File: src/htf_map.vh
// htf_map.vh: constants for the hdlc channel transmit formatter.
// assumes inclusion by htf_formatter.v; holds `define lines only.
//
// How it works
// - slot-mode hold sends ones or programmed flag
// - hold ignores fill count; release ends gap
// - hold acts on serial stream, not buffer
// - slot-mode frame end: stop data, send fill
// - hold during fill stops further data
// - normal abort: abort frame, fill, no pops
// - hdlc frame gets 7E opening, closing flags
// - insert zero after five ones in frame
// - optional check sequence; automatic gap fill
// - gap fill 7E when select 0, FF when 1
// - count 0 shared flag, 1 two, 2 flag-fill-flag
// - flag adjust off: count used unchanged
// - flag adjust on: count minus zeros/8, floor 0
// - events: frame end, abort, fill change
// - hdlc descriptor hold mid-frame aborts, then fills
// - channel hold: hdlc finishes frame, slot mode stops at byte; idle in fill
// - width select 0 gives 16, 1 gives 32 bits
// - check sequence only when both suppress bits clear
`ifndef HTF_MAP_VH
`define HTF_MAP_VH

// ==========================================================
// register map
`define HTF_CTRL_ADDR 12'h000
`define HTF_STAT_ADDR 12'h004

// ==========================================================
// control register fields
`define HTF_C_TMA 0
`define HTF_C_FA 1
`define HTF_C_FSEL 2
`define HTF_C_CRC32 3
`define HTF_C_CSUP 4
`define HTF_C_HOLD 5
`define HTF_C_NABORT 6
`define HTF_C_TFLAG_HI 15
`define HTF_C_TFLAG_LO 8
`define HTF_CTRL_RESET 16'h0000

// ==========================================================
// characters and check sequence
`define HTF_FLAG 8'h7E
`define HTF_ONES 8'hFF
`define HTF_ABORT_CHAR 8'hFF
`define HTF_STUFF_RUN 3'h5
`define HTF_POLY16 32'h00008408
`define HTF_POLY32 32'hEDB88320
`define HTF_INIT16 32'h0000FFFF
`define HTF_INIT32 32'hFFFFFFFF
`define HTF_FCS16_BITS 6'h10
`define HTF_FCS32_BITS 6'h20

// ==========================================================
// formatter states
`define HTF_S_IDLE 3'h0
`define HTF_S_OPEN 3'h1
`define HTF_S_DATA 3'h2
`define HTF_S_FCS 3'h3
`define HTF_S_CLOSE 3'h4
`define HTF_S_GAP 3'h5
`define HTF_S_ABORT 3'h6

// ==========================================================
// byte load selectors
`define HTF_LD_FILL 2'h0
`define HTF_LD_FLAG 2'h1
`define HTF_LD_DATA 2'h2
`define HTF_LD_ABORT 2'h3

`endif

File: src/htf_formatter.v
// htf_formatter.v: per-channel transmit formatter with apb registers.
// assumes a byte source with valid/pop handshake and a one-cycle
// bit strobe from the time-slot logic; all inputs synchronous to pclk.
//
// The implementer's own choices: the APB interface to the registers and the register addresses.
`timescale 1ns/1ps
`include "htf_map.vh"

module htf_formatter (
  // apb slave
  input wire pclk,
  input wire presetn,
  input wire psel,
  input wire penable,
  input wire pwrite,
  input wire [11:0] paddr,
  input wire [31:0] pwdata,
  output reg [31:0] prdata,
  output reg pready,
  output reg pslverr,
  // transmit buffer side
  input wire buf_valid,
  input wire [7:0] buf_data,
  input wire buf_frame_end,
  input wire [7:0] buf_fill_count,
  input wire buf_check_suppress,
  input wire desc_hold,
  output reg buf_pop,
  // serial slot side
  input wire tx_bit_en,
  output reg tx_bit,
  // event pulses
  output reg evt_frame_end,
  output reg evt_tx_abort,
  output reg evt_fill_change
);

  // ========================================================
  // state
  reg [15:0] ctrl; // software control word
  reg [2:0] state; // formatter state
  reg [7:0] sh; // byte being shifted out, lsb first
  reg [2:0] bcnt; // bit position within byte
  reg [2:0] ones; // run of ones in frame
  reg cur_last; // current byte closes the frame
  reg [7:0] cur_desc_fill_count; // fill count of current descriptor
  reg cur_csm; // per-descriptor check suppress
  reg [7:0] zcnt; // zeros inserted this frame
  reg [7:0] gap; // fill characters still owed
  reg [31:0] crc; // running check sequence
  reg [5:0] fbits; // check bits still to send
  reg fsel_q; // last fill select, for change event

  // ========================================================
  // next-value signals decided at each byte boundary
  reg [2:0] next_state;
  reg [1:0] next_ld;
  reg [7:0] next_gap;
  reg next_fe;
  reg next_ab;
  reg next_start;

  // ========================================================
  // control decode
  wire slot_transparent_mode = ctrl[`HTF_C_TMA];
  wire fa = ctrl[`HTF_C_FA];
  wire fsel = ctrl[`HTF_C_FSEL];
  wire crc32 = ctrl[`HTF_C_CRC32];
  wire hold = ctrl[`HTF_C_HOLD];
  wire nabort = ctrl[`HTF_C_NABORT];
  wire [7:0] tflag = ctrl[`HTF_C_TFLAG_HI:`HTF_C_TFLAG_LO];

  // fill character depends on mode
  wire [7:0] slot_fill_char = fa ? tflag : `HTF_ONES;
  wire [7:0] gap_fill_char = fsel ? `HTF_ONES : `HTF_FLAG;
  wire [7:0] fill_char = slot_transparent_mode ? slot_fill_char : gap_fill_char;

  // check sequence needs both suppress bits clear
  wire crc_on = ~ctrl[`HTF_C_CSUP] & ~cur_csm;

  // width select picks 16 or 32 bit sequence
  wire [5:0] fcs_len = crc32 ? `HTF_FCS32_BITS : `HTF_FCS16_BITS;
  wire [31:0] crc_init = crc32 ? `HTF_INIT32 : `HTF_INIT16;

  // gap adjustment by an eighth of the zero insertions
  wire [7:0] zdiv = {3'h0, zcnt[7:3]};
  wire [7:0] adj_desc_fill_count = (cur_desc_fill_count > zdiv) ? (cur_desc_fill_count - zdiv) : 8'h00;
  wire [7:0] eff = fa ? adj_desc_fill_count : cur_desc_fill_count;

  // a new frame only starts when nothing is holding it back
  wire blocked = hold | nabort | desc_hold;
  wire can_start = buf_valid & ~blocked;

  // stuffing happens only inside hdlc frame content
  // the first bit slot of the closing flag still counts as frame content, so a
  // run of five ones at the very end of the frame gets its zero before the flag
  wire close_edge = (state == `HTF_S_CLOSE) & (bcnt == 3'h0);
  wire in_frame = (state == `HTF_S_DATA) | (state == `HTF_S_FCS) | close_edge;
  wire stuffing = ~slot_transparent_mode & in_frame & (ones == `HTF_STUFF_RUN);
  wire boundary = (bcnt == 3'h7) & ~stuffing & (state != `HTF_S_FCS);

  // ========================================================
  // one step of the reflected crc shift register
  function [31:0] crc_step;
    input [31:0] c;
    input b;
    input w32;
    reg [31:0] poly;
    begin
      poly = w32 ? `HTF_POLY32 : `HTF_POLY16;
      crc_step = (c[0] ^ b) ? ((c >> 1) ^ poly) : (c >> 1);
    end
  endfunction

  // ========================================================
  // byte-boundary decision
  // only consulted when the last bit of a byte leaves; this keeps
  // every hold and abort aligned to whole characters on the line
  always @* begin
    next_state = state;
    next_ld = `HTF_LD_FILL;
    next_gap = gap;
    next_fe = 1'b0;
    next_ab = 1'b0;
    next_start = 1'b0;
    case (state)
      `HTF_S_IDLE: begin
        // hold or abort keeps the line in fill
        if (can_start) begin
          if (slot_transparent_mode) begin
            next_state = `HTF_S_DATA;
            next_ld = `HTF_LD_DATA;
          end else begin
            next_state = `HTF_S_OPEN;
            next_ld = `HTF_LD_FLAG;
          end
        end
      end
      `HTF_S_OPEN: begin
        // opening flag done; content follows if it is there
        if (buf_valid & ~nabort) begin
          next_state = `HTF_S_DATA;
          next_ld = `HTF_LD_DATA;
          next_start = 1'b1;
        end else begin
          next_state = `HTF_S_IDLE;
        end
      end
      `HTF_S_DATA: begin
        if (nabort) begin
          // normal abort cuts the frame, no further pops
          next_state = slot_transparent_mode ? `HTF_S_IDLE : `HTF_S_ABORT;
          next_ld = slot_transparent_mode ? `HTF_LD_FILL : `HTF_LD_ABORT;
          next_ab = 1'b1;
        end else if (cur_last) begin
          next_fe = 1'b1;
          if (slot_transparent_mode) begin
            // slot mode: stream stops and fill goes out
            next_state = `HTF_S_IDLE;
          end else if (crc_on) begin
            next_state = `HTF_S_FCS;
          end else begin
            next_state = `HTF_S_CLOSE;
            next_ld = `HTF_LD_FLAG;
          end
        end else if (desc_hold & ~slot_transparent_mode) begin
          // descriptor hold without frame end kills the frame
          next_state = `HTF_S_ABORT;
          next_ld = `HTF_LD_ABORT;
          next_ab = 1'b1;
        end else if (slot_transparent_mode & (hold | desc_hold)) begin
          // hold bites the outgoing stream at this byte boundary, without waiting for frame end
          next_state = `HTF_S_IDLE;
        end else if (buf_valid) begin
          next_ld = `HTF_LD_DATA;
        end else begin
          // underrun aborts the frame
          next_state = slot_transparent_mode ? `HTF_S_IDLE : `HTF_S_ABORT;
          next_ld = slot_transparent_mode ? `HTF_LD_FILL : `HTF_LD_ABORT;
          next_ab = 1'b1;
        end
      end
      `HTF_S_CLOSE: begin
        // closing flag done; gap follows the effective count
        if (blocked) begin
          // hold ignores the count entirely
          next_state = `HTF_S_IDLE;
        end else if (eff == 8'h00) begin
          // shared flag: next frame content follows at once
          if (buf_valid) begin
            next_state = `HTF_S_DATA;
            next_ld = `HTF_LD_DATA;
            next_start = 1'b1;
          end else begin
            next_state = `HTF_S_IDLE;
          end
        end else if (eff == 8'h01) begin
          next_state = `HTF_S_OPEN;
          next_ld = `HTF_LD_FLAG;
        end else begin
          // count-1 fills, first one loaded now
          next_state = `HTF_S_GAP;
          next_gap = eff - 8'h02;
        end
      end
      `HTF_S_GAP: begin
        if (blocked) begin
          // hold during fill: no more data until released
          next_state = `HTF_S_IDLE;
        end else if (gap == 8'h00) begin
          next_state = `HTF_S_OPEN;
          next_ld = `HTF_LD_FLAG;
        end else begin
          next_gap = gap - 8'h01;
        end
      end
      `HTF_S_ABORT: begin
        // abort character gone, fill follows
        next_state = `HTF_S_IDLE;
      end
      default: begin
        next_state = `HTF_S_IDLE;
      end
    endcase
  end

  // ========================================================
  // serial formatter
  // every step is paced by the slot strobe; the buffer pop is a
  // one-cycle pulse after the edge that takes the byte
  always @(posedge pclk or negedge presetn) begin
    if (!presetn) begin
      state <= `HTF_S_IDLE;
      sh <= `HTF_ONES;
      bcnt <= 3'h0;
      ones <= 3'h0;
      cur_last <= 1'b0;
      cur_desc_fill_count <= 8'h00;
      cur_csm <= 1'b0;
      zcnt <= 8'h00;
      gap <= 8'h00;
      crc <= `HTF_INIT32;
      fbits <= 6'h00;
      tx_bit <= 1'b1;
      buf_pop <= 1'b0;
      evt_frame_end <= 1'b0;
      evt_tx_abort <= 1'b0;
    end else begin
      buf_pop <= 1'b0;
      evt_frame_end <= 1'b0;
      evt_tx_abort <= 1'b0;
      if (tx_bit_en) begin
        if (stuffing) begin
          // forced zero, byte position does not advance
          tx_bit <= 1'b0;
          ones <= 3'h0;
          if (zcnt != 8'hFF) begin
            zcnt <= zcnt + 8'h01;
          end
        end else if (state == `HTF_S_FCS) begin
          // check sequence leaves inverted, lsb first
          tx_bit <= ~crc[0];
          crc <= crc >> 1;
          ones <= crc[0] ? 3'h0 : ones + 3'h1;
          fbits <= fbits - 6'h01;
          if (fbits == 6'h01) begin
            state <= `HTF_S_CLOSE;
            sh <= `HTF_FLAG;
            bcnt <= 3'h0;
          end
        end else begin
          // plain bit from the shifter
          tx_bit <= sh[0];
          sh <= sh >> 1;
          bcnt <= bcnt + 3'h1;
          if (state == `HTF_S_DATA) begin
            ones <= sh[0] ? ones + 3'h1 : 3'h0;
            crc <= crc_step(crc, sh[0], crc32);
          end else begin
            ones <= 3'h0;
          end
          if (boundary) begin
            state <= next_state;
            gap <= next_gap;
            fbits <= fcs_len;
            evt_frame_end <= next_fe;
            evt_tx_abort <= next_ab;
            if (next_start) begin
              crc <= crc_init;
              zcnt <= 8'h00;
            end
            case (next_ld)
              `HTF_LD_DATA: begin
                sh <= buf_data;
                buf_pop <= 1'b1;
                cur_last <= buf_frame_end;
                cur_desc_fill_count <= buf_fill_count;
                cur_csm <= buf_check_suppress;
              end
              `HTF_LD_FLAG: sh <= `HTF_FLAG;
              `HTF_LD_ABORT: sh <= `HTF_ABORT_CHAR;
              default: sh <= fill_char;
            endcase
          end
        end
      end
    end
  end

  // ========================================================
  // fill change event
  // a software change of the fill select shows up as a pulse
  always @(posedge pclk or negedge presetn) begin
    if (!presetn) begin
      fsel_q <= 1'b0;
      evt_fill_change <= 1'b0;
    end else begin
      fsel_q <= fsel;
      evt_fill_change <= fsel ^ fsel_q;
    end
  end

  // ========================================================
  // apb slave
  // one wait state: pready rises the cycle after the access phase
  // begins, so read data and error come from flops
  wire acc = psel & penable;
  wire hit_ctrl = (paddr == `HTF_CTRL_ADDR);
  wire hit_stat = (paddr == `HTF_STAT_ADDR);
  wire idle_hold = (state == `HTF_S_IDLE) & blocked;
  wire [31:0] stat_word = {16'h0000, zcnt, 4'h0, idle_hold, state};

  always @(posedge pclk or negedge presetn) begin
    if (!presetn) begin
      ctrl <= `HTF_CTRL_RESET;
      prdata <= 32'h00000000;
      pready <= 1'b0;
      pslverr <= 1'b0;
    end else begin
      pready <= acc & ~pready;
      pslverr <= acc & ~pready & ~hit_ctrl & ~hit_stat;
      if (acc & ~pready) begin
        // unmapped reads return zero
        if (pwrite) begin
          prdata <= 32'h00000000;
        end else if (hit_ctrl) begin
          prdata <= {16'h0000, ctrl};
        end else if (hit_stat) begin
          prdata <= stat_word;
        end else begin
          prdata <= 32'h00000000;
        end
      end
      // write lands at the completing edge; hold acts on the line
      if (acc & pready & pwrite & hit_ctrl) begin
        ctrl <= pwdata[15:0];
      end
    end
  end

endmodule // htf_formatter

File: config.mk
export PLATFORM = sky130hd
export DESIGN_NAME = htf_formatter
export DESIGN_NICKNAME = d
export VERILOG_FILES = /design/src/htf_formatter.v
export VERILOG_INCLUDE_DIRS = /design/src
export SDC_FILE = /design/constraint.sdc
export NUM_CORES = 1
export LEC_CHECK = 0
export ABC_AREA = 0
export BUFFER_PORTS_ARGS = -buffer_cell sky130_fd_sc_hd__buf_2
export CORE_ASPECT_RATIO = 0.9
export CORE_UTILIZATION = 30
export DETAILED_ROUTE_END_ITERATION = 7
export PLACE_DENSITY = 0.56
export SETUP_SLACK_MARGIN = 0.5
export SLEW_MARGIN = 40
export SYNTH_ARGS = -nofsm -noshare
export SYNTH_HDL_FRONTEND = slang
export SYNTH_SLANG_ARGS = --single-unit
File: constraint.sdc
create_clock -name pclk -period 9.6 [get_ports pclk]
set_input_delay 0 -clock pclk [delete_from_list [all_inputs] [get_ports pclk]]
set_output_delay 0 -clock pclk [all_outputs]
set_load 0.005 [all_outputs]
# Word level (Yosys, flattened, before mapping)
# Index checks and enable logic that the tools add are counted.
# Widths: inputs -> output; s select.
# op_classes
addsub	7
order_cmp	1
eq_ne	26
mux	108
n_bitwise	37
n_reduce_logical	16
# op_table
cell	n
$mux 32	7
$mux 8	18
$mux 3	24
$mux 16	3
$mux 1	33
$xor 31x32->32	1
$mux 2	15
$pmux 8 s3	1
$and 1x1->1	18
$mux 6	3
$logic_not 8->1	2
$pmux 8 s2	1
$pmux 3 s5	1
$eq 12x3->1 const B	1
$eq 3x3->1 const B	4
$logic_not 12->1	1
$ne 2x2->1 const B	6
$not 1->1	11
$pmux 2 s5	1
$reduce_and 10->1	1
$reduce_and 5->1	2
$add 8x1->8 const B	1
$eq 8x1->1 const B	1
$gt 8x5->1	1
other kinds (24)	38
# totals
reg_bits	137
input_bits	70
word_cells	216

# Depth between registers and ports, before layout
# Gate-level depths: netlist of the first run.
# depth
depth_word	14
mapped_depth	14
depth_no_buf	14

# Least setup slack after synthesis of the first run
# No wires, ideal clock.
# synth_timing
path_kind	register -> register
startpoint	register cur_desc_fill_count[0]
endpoint	register cur_csm
setup_ns	0.125
arrival_ns	3.230
setup_slack_ns	6.245
path_stages_with_launch	15
path_buffers	2
period_less_slack_ns	3.355
cell_sequence	dfrtp_1 inv_1 ha_1 fa_1 nand2b_1 a21o_1 a41o_1 or4_4 o211ai_2 o2bb2a_4 buf_6 o21ai_4 nand2_2 buf_4 mux2_2
# synth_via
elab_chain_cells	10
word_cells_on_any_way	12
# synth_lines
item	line	rtl
from (decl)	htf_formatter.v:46	reg [7:0] cur_desc_fill_count;
from (signal assigned)	htf_formatter.v:297	cur_desc_fill_count <= buf_fill_count;
$sub 8x5->8 or $gt 8x5->1 (tied branches)	htf_formatter.v:87	wire [7:0] adj_desc_fill_count = (cur_desc_fill_count > zdiv) ? (cur_desc_fill_count - zdiv) : 8'h00;
$mux 8	htf_formatter.v:87	
$mux 8 (*)	htf_formatter.v:88	wire [7:0] eff = fa ? adj_desc_fill_count : cur_desc_fill_count;
$eq 8x1->1	htf_formatter.v:197	end else if (eff == 8'h01) begin
$mux 1	htf_formatter.v:197	
$mux 2 (*)	htf_formatter.v:188	end else if (eff == 8'h00) begin
$mux 2 (*)	htf_formatter.v:185	if (blocked) begin
$pmux 2 s5 (*)	htf_formatter.v:126	case (state)
$eq 2x2->1 (*)	htf_formatter.v:292	case (next_ld)
$reduce_and 5->1 (no source line) (*)	--	
to (signal assigned)	htf_formatter.v:298	cur_csm <= buf_check_suppress;
to (decl)	htf_formatter.v:47	reg cur_csm;
# Mark *: on every way between the ends. The rest lies on a longest branch, timed or not.
# A chain may end at the register's enable or synchronous reset.

# Worst setup path after layout of the first run
# layout_timing
startpoint	register zcnt[3]
endpoint	register sh[0]
# layout_via
elab_chain_cells	12
word_cells_on_any_way	16
# layout_lines
item	line	rtl
from (decl)	htf_formatter.v:48	reg [7:0] zcnt;
from (signal assigned)	htf_formatter.v:258	zcnt <= zcnt + 8'h01;
$sub 8x5->8 or $gt 8x5->1 (tied branches)	htf_formatter.v:87	
$mux 8 (*)	htf_formatter.v:87	
$mux 8 (*)	htf_formatter.v:88	
$eq 8x1->1	htf_formatter.v:197	
$mux 1	htf_formatter.v:197	
$mux 2 (*)	htf_formatter.v:188	
$mux 2 (*)	htf_formatter.v:185	
$pmux 2 s5 (*)	htf_formatter.v:126	
$eq 2x2->1 or $eq 2x1->1 (tied branches)	htf_formatter.v:292	
$pmux 8 s3 (*)	htf_formatter.v:292	
$mux 8 (*)	htf_formatter.v:282	if (boundary) begin
$mux 8 (*)	htf_formatter.v:260	end else if (state == `HTF_S_FCS) begin
to (signal assigned)	htf_formatter.v:268	sh <= `HTF_FLAG;
to (signal assigned)	htf_formatter.v:294	sh <= buf_data;
to (signal assigned)	htf_formatter.v:300	`HTF_LD_FLAG: sh <= `HTF_FLAG;
to (decl)	htf_formatter.v:42	reg [7:0] sh;
# Marks and branches as above.

==> results of run 1 <==
-- kinds of logic (layout without fill, tap and decap cells) --
| group | count (synthesis) | after routing | synth area share (%) |
|---|---|---|---|
| simple gates | 235 | 235 | 17.7 |
| compound gates | 194 | 194 | 19.2 |
| flops | 121 | 121 | 43.5 |
| buf+inv | 78 | 174 | 5.67 |
| mux | 50 | 50 | 7.72 |
| xor+xnor | 26 | 26 | 3.22 |
| fa+ha+maj | 16 | 16 | 2.93 |
| other cells | 1 | 16 | 0.0530 |
-- cells in the final DEF, fill, tap and decap left out, types with 5 or more instances in the layout --
| cell type | instances |
|---|---|
| conb_1 | 16 |
| dlygate4sd3_1 | 39 |
| nor2_1 | 44 |
| xor2_1 | 13 |
| nor4_1 | 9 |
| o22ai_1 | 14 |
| clkbuf_16 | 17 |
| nor2b_1 | 9 |
| o211ai_1 | 14 |
| or2_2 | 10 |
| inv_1 | 24 |
| and2_1 | 7 |
| a22o_1 | 10 |
| a221o_1 | 6 |
| dfstp_2 | 41 |
| ha_1 | 15 |
| buf_2 | 75 |
| nor3_1 | 19 |
| mux2i_1 | 22 |
| nand2b_1 | 8 |
| or3_1 | 6 |
| nand2_1 | 67 |
| a21o_1 | 6 |
| o21ai_0 | 41 |
| nand3_1 | 12 |
| a31oi_1 | 12 |
| mux2_2 | 27 |
| xnor2_1 | 13 |
| a21oi_1 | 41 |
| a2bb2oi_2 | 6 |
| nor3b_1 | 5 |
| and3_1 | 18 |
| dfrtp_1 | 80 |
| o22a_1 | 12 |
-- per-layer routing --
metal / vias to the layer above / routed length [µm] / global-route usage, %
li1: 2807 / - / -
met4: 0 / 365 / 5.56
met3: 21 / 856 / 3.96
met2: 132 / 8010 / 22.9
met5: - / 0 / 0
met1: 2753 / 8780 / 21.8
-- tightest hold or removal path: stages --
cell,delay (ns)
buf_2,0.13
o21ai_0,0.08
a31oi_1,0.18
nor3_1,0.10
-- worst max path at each step --
stage,cells past startpoint,from,endpoint
after floorplan,14,cur_desc_fill_count[0],cur_csm
after global placement,11,zcnt[3],gap[4]
after detailed placement,11,zcnt[3],gap[4]
after CTS,11,zcnt[3],gap[4]
after global routing,11,zcnt[3],gap[4]
final,11,zcnt[3],sh[0]
-- power groups by stage --
| stage | clock network, W | registers, W | logic [W] |
|---|---|---|---|
| 6_report | 0.000609 | 0.000799 | 0.000776 |
| 3_3_place_gp | 0 | 0.000803 | 0.000753 |
| 3_5_place_dp | 0 | 0.000805 | 0.000760 |
| 4_1_cts | 0.000622 | 0.000797 | 0.000776 |
| 5_1_grt | 0.000645 | 0.000817 | 0.000871 |
| 2_1_floorplan | 0 | 0.000751 | 0.000656 |
-- metrics by stage --
stage	power [W]	hold slack (ns)	utilization, %
3_3_place_gp	0.00156	0.112	33.3
5_1_grt	0.00233	0.125	37.5
2_1_floorplan	0.00141	-0.296	-
6_report	0.00218	0.129	37.5
3_5_place_dp	0.00156	0.118	33.3
4_1_cts	0.00220	0.110	37.5
-- state kept, by name, summed over array words and instances, names as in the netlist, 3 cells and up --
name and flops:
zcnt 8, sh 8, fbits 6, ctrl 16
prdata 16, crc 32, state 3, bcnt 3
gap 8, cur_desc_fill_count 8, ones 3
-- area by class of cell --
type | instances | area share [%]
Clock buffer | 25 | 5.78
Clock inverter | 7 | 0.803
Inverter | 24 | 1.05
Multi-Input combinational cell | 537 | 42.8
Sequential cell | 121 | 35.9
Tap cell | 297 | 4.33
Timing Repair Buffer | 118 | 9.33
==> out/metrics.cfg, run 1 <==
[run_status]
run_status = finished, final reports clean

[cts]
htree_num_levels = 4
insertion_delay_ns = 0.42
cts_buffers = 17
post_cts.resized_instances = 0
clock_tree_buffer_depth = 2
clk_root_buffer_cell = clkbuf_16
clk_transition_reported_paths_ns = 0.06
cts_tree = built
cts_setup_buffers = 0
cts_hold_buf = 39
num_clock_sinks = 121

[power_and_ir_drop]
power_switching_w = 0.000769
cellLeakagePower_nw = 3.80
sw_frac_of_total_pct = 35.2
power.combinational.fraction_pct = 35.5
power.ir.vdd_worst_uv = 152
clkPwrFrac_pct = 27.9
power_density_normalized_to_cell_area_nw_per_um2 = 255
power.sequential.fraction_pct = 36.6
internal_power_w = 0.00142

[floorplanning]
fp-row-count = 52
io_pins = 109
coreArea_um2 = 22800
die_h_um = 148
dieWidth_um = 164
floorplan.die_area_um2 = 24200
initial_core_util_pct = 31.0

[final_layout]
diode_insertion_count_for_antenna_repair = 0
finish.net_count = 905
drive_gt1_share_pct = 25.6
finish.cell_count_without_fillers = 1129
seqCellArea_um2 = 3080
design_area_um2 = 8570
multi_input_comb_area_um2 = 3670
flow.area_growth_from_synthesis_pct = 21.1
fill_cells = 2215

[yosys]
async_flop_share_pct = 100
synth-edff-count = 0
post_synth.cell_area_avg_um2 = 9.82
number_of_warnings_printed_during_yosys_synthesis = 0
most_used_standard_cells_in_the_synthesized_netlist = dfrtp_1, nand2_1, nor2_1
yosysUniqueCellTypes = 80
postSynth.topFlopCell = dfrtp_1
netlist.area_leader.share_pct = 28.3
synth_area_leader_cell = dfrtp_1
post_synth_inst_count = 721
ys_ff_latch = 121
seq_area_frac_synth_pct = 43.5
yosysMostFrequentCell = dfrtp_1
biggest_area_contributors_in_the_synthesized_netlist = dfrtp_1, dfstp_2, mux2_2
synthesis.area_um2 = 7080

[drt]
antenna_violation_net_count_after_detailed_routing = 0
vias = 5713
dr.first_iter.drc_count = 411
via_per_inst = 5.06
detail_route.wl_per_cell_um = 16.0
drcViolationCount = 0
drtPass1Iterations = 5
drt_wl_total_um = 18000

[timing]
fin_crit_ns = 3.76
setup-tns-final_ns = 0
final_hold_viol_count = 0
tightest_slew_ns = 0.877
grt_setup_unrepaired = false
layout_worst_path_cycle_share_pct = 39.1
achievable-frequency_mhz = 266
slew_headroom_pct = 41.1
fin_skew_ns = 0.00897
finalSetupViolCount = 0
number_of_pins_exceeding_their_max_slew_limit_in_the_final_report = 0
smallest_setup_slack_after_layout_ns = 5.84

[placement]
io_buffers = 76
hpwl_um = 12600
preCtsSetupSlack_ns = 5.73
dp_cells = 1058
place_congestion = 0.843
dpl_cell_area_um2 = 7610

[run]
drv_cap = 0

[critical_path]
critPathArrivalTime_ns = 4.09
worst_path_slowest_cell = nor3_1
worst_path_dominant_cell_family = simple AND/OR/NAND/NOR gates
worst_r2r_startpoint = zcnt[3]
end_kind = register
setup.reg_to_reg.worst_slack_ns = 5.84
startpoint_type = register
cp.buffers_inverters = 0
timing.critical_path.mode_cell = nand2b_1
critical_path_peak_fanout = 7
critPathMaxStageDelay_ns = 0.66
critical_path_required_ns = 9.94
crit_path_cell_trace = ha_1 -> fa_1 -> nand2b_1 -> a21o_1 -> a41o_1 -> or4_4 -> o211ai_2 -> nor4_1 -> nor3_1 -> nand2b_1 -> o211ai_1
rr_endpoint = sh[0]
ff2ff_path_depth = 11
timing_worst_setup_path_type = reg2reg

[min_path]
hold_depth = 4
timing.hold.worst.start = desc_hold
hold_end = evt_tx_abort
hold_class = in2reg

[global_routing]
global_route.usage.total_pct = 15.5
global_route_wire_length_before_repair_um = 29200
grt_start_max_net_pins = 68
antenna_violations_before_repair = 0
grt_pass1_vias = 5357
grt_remaining_overflow = 0

No activity file was read; power rests on OpenSTA's default activity.
==> run 2: changes to the inputs <==
==> constraint.sdc (replaced) <==
create_clock -name pclk -period 3.6 [get_ports pclk]
set_input_delay 0 -clock pclk [delete_from_list [all_inputs] [get_ports pclk]]
set_output_delay 0 -clock pclk [all_outputs]
set_load 0.005 [all_outputs]
==> out/metrics.cfg, run 2 (synthesis gave the netlist of run 1 again) <==
[critical_path]
timing_worst_setup_path_type = reg2reg
cp.buffers_inverters = 2  ; +2
critical_path_peak_fanout = 6  ; -1
critPathMaxStageDelay_ns = 0.43  ; -0.23 ns
crit_path_cell_trace = ha_4 -> fa_2 -> nand2b_4 -> or3_1 -> o22a_1 -> o22ai_4 -> o211ai_4 -> o2bb2a_4 -> buf_12 -> nor3_4 -> nor2_1 -> buf_4 -> a221o_1
critPathLaunch = zcnt[3]
worst_path_dominant_cell_family = compound AO/OA/AOI/OAI gates
worst_r2r_startpoint = zcnt[3]
startpoint_type = register
worst_path_slowest_cell = dfrtp_2
end_kind = register
critical_path_required_ns = 3.94  ; -6.00 ns
critPathArrivalTime_ns = 3.49  ; -0.60 ns

[global_routing]
met3_track_demand_over_resource_pct = 3.40  ; -0.56 points
grt_remaining_overflow = 0  ; unchanged
grt_start_max_net_pins = 65  ; -4.4%
global_route.usage.total_pct = 16.2  ; +0.65 points
global_route.usage.met2_pct = 24.4  ; +1.5 points
gr-usage-met1_pct = 23.5  ; +1.7 points
antenna_violations_before_repair = 0  ; unchanged
global_route_wire_length_before_repair_um = 30600  ; +4.8%
globalRoute.busiestLayer = met2
grt_pass1_vias = 5669  ; +5.8%

[final_layout]
finish.cell_count_without_fillers = 1169  ; +3.5%
drive_gt1_share_pct = 32.2  ; +6.6 points
finish.net_count = 945  ; +4.4%
final_cell_mix = dfrtp_1, buf_2, nand2_1
max_reg_flops = 32  ; unchanged
flow.area_growth_from_synthesis_pct = 30.2
diode_insertion_count_for_antenna_repair = 0  ; unchanged
final_core_utilization_pct = 40.4  ; +2.8 points
final_common_cell = dfrtp_1
design_area_um2 = 9220  ; +7.5%
registers_with_the_most_flip_flops = crc x32, ctrl x16, prdata x16
regMostFlops = crc

[cts]
htree_num_levels = 4  ; unchanged
clock_tree_buffer_depth = 2  ; unchanged
cts_tree = built
num_clock_sinks = 121  ; unchanged
clk_root_buffer_cell = clkbuf_16
cts_buffers = 17  ; unchanged
clk_transition_reported_paths_ns = 0.06  ; about the same
insertion_delay_ns = 0.42  ; about the same

[floorplanning]
io_pins = 109  ; unchanged
dieWidth_um = 164  ; unchanged
fp-row-count = 52  ; unchanged
coreArea_um2 = 22800  ; unchanged
floorplan.die_area_um2 = 24200  ; unchanged
die_h_um = 148  ; unchanged
initial_core_util_pct = 31.0  ; unchanged

[power_and_ir_drop]
cellLeakagePower_nw = 4.14  ; +9.0%
power.total_w = 0.00642  ; +190%
power.ir.vdd_worst_uv = 343  ; +130%
power_density_normalized_to_cell_area_nw_per_um2 = 697  ; +170%

[timing]
grt_setup_unrepaired = true
number_of_pins_exceeding_their_max_slew_limit_in_the_final_report = 0  ; unchanged
fin_crit_ns = 3.15  ; -0.607 ns
fin_skew_ns = 0.00978  ; +0.000807 ns
achievable-frequency_mhz = 318  ; +19%
setup-tns-final_ns = 0  ; unchanged
finalSetupViolCount = 0  ; unchanged
final_hold_viol_count = 0  ; unchanged
tightest_slew_ns = 0.791  ; -0.0860 ns
layout_worst_path_cycle_share_pct = 87.5  ; +48 points
slew_headroom_pct = 47.2  ; +6.2 points

[placement]
dpl_cell_area_um2 = 7800  ; +2.5%
hpwl_um = 13000  ; +2.5%
place_congestion = 0.869  ; +3.2%
io_buffers = 76  ; unchanged
dp_cells = 1077  ; +1.8%

[drt]
drcViolationCount = 0  ; unchanged
dr.first_iter.drc_count = 357  ; -13%
detail_route.wl_per_cell_um = 16.3  ; +2.4%
vias = 5927  ; +3.7%
via_per_inst = 5.07  ; +0.20%
drt_wl_total_um = 19100  ; +6.0%
drtPass1Iterations = 4  ; -1
antenna_violation_net_count_after_detailed_routing = 0  ; unchanged

[run]
drv_cap = 0  ; unchanged

[min_path]
hold_class = in2reg
timing.hold.worst.start = desc_hold

[run_status]
run_status = finished, final reports clean

==> run 2: changes by cell type in the layout (fill, tap and decap cells not counted), sizes merged <==
cell / before / now
buf: 79 / 116
o21ai: 45 / 46
clkinvlp: 2 / 3
bufinv: 1 / 3
inv: 24 / 25
clkbuf: 25 / 21
nand2: 69 / 71
==> run 2: worst paths after layout <==
| kind | end | slack [ns] | cells past startpoint |
|---|---|---|---|
| worst max-delay path | crc[25] | 0.45 | 13 |
| worst min-delay path | evt_tx_abort | 0.04 | 4 |
| worst max register to register | crc[25] | 0.45 | 13 |
| worst min register to register | evt_fill_change | 0.43 | 1 |
| max in group asynchronous | sh[0] | 2.70 | 3 |
| min in group asynchronous | ones[2] | 0.12 | 2 |
==> run 2: where the power goes <==
| part | leakage (nW) | internal (W) | switching [W] |
|---|---|---|---|
| clock network | 0.295 | 0.00114 | 0.000652 |
| registers | 1.51 | 0.00180 | 0.000262 |
| logic | 2.34 | 0.00123 | 0.00133 |
==> run 2: through the flow <==
stage | hold slack, ns | worst slack (ns)
global placement | 0.142 | 0.199
global route | 0.0811 | 0.342
detailed placement | 0.135 | 0.177
CTS | 0.0319 | 0.421
finish | 0.0380 | 0.451
floorplan | -0.296 | 0.372
==> run 2: worst min-delay path, cell delays in order <==
cell and delay, ns:
buf_2 0.10, o21ai_0 0.07, a31oi_1 0.16, nor3_1 0.08
==> run 2: cell type report <==
type,count,area [µm²]
Clock inverter,11,145
Sequential cell,121,3080
Timing Repair Buffer,155,1110
Multi-Input combinational cell,540,3950
Clock buffer,21,470
Tap cell,297,372
Inverter,24,90.1
Fill cell,2204,13600
==> run 2: per-layer routing <==
layer / wire [µm] / part of all wire, % / vias to the layer above
met5: 0 / 0 / -
met4: 157 / 0.82 / 0
met3: 658 / 3.4 / 12
met2: 8800 / 46 / 109
met1: 9490 / 50 / 2929
li1: - / - / 2877
==> run 2: repair_timing <==
| action | 4_1_cts | 5_1_grt |
|---|---|---|
| endpoints found under the hold margin | 63 | 0 |
| hold buffers | 39 | 0 |
| resized for setup | 23 | 26 |
| endpoints found under the setup margin | 67 | 64 |
| pin swaps | 11 | 17 |
| gates cloned | 1 | 3 |
| setup buffers | 10 | 7 |
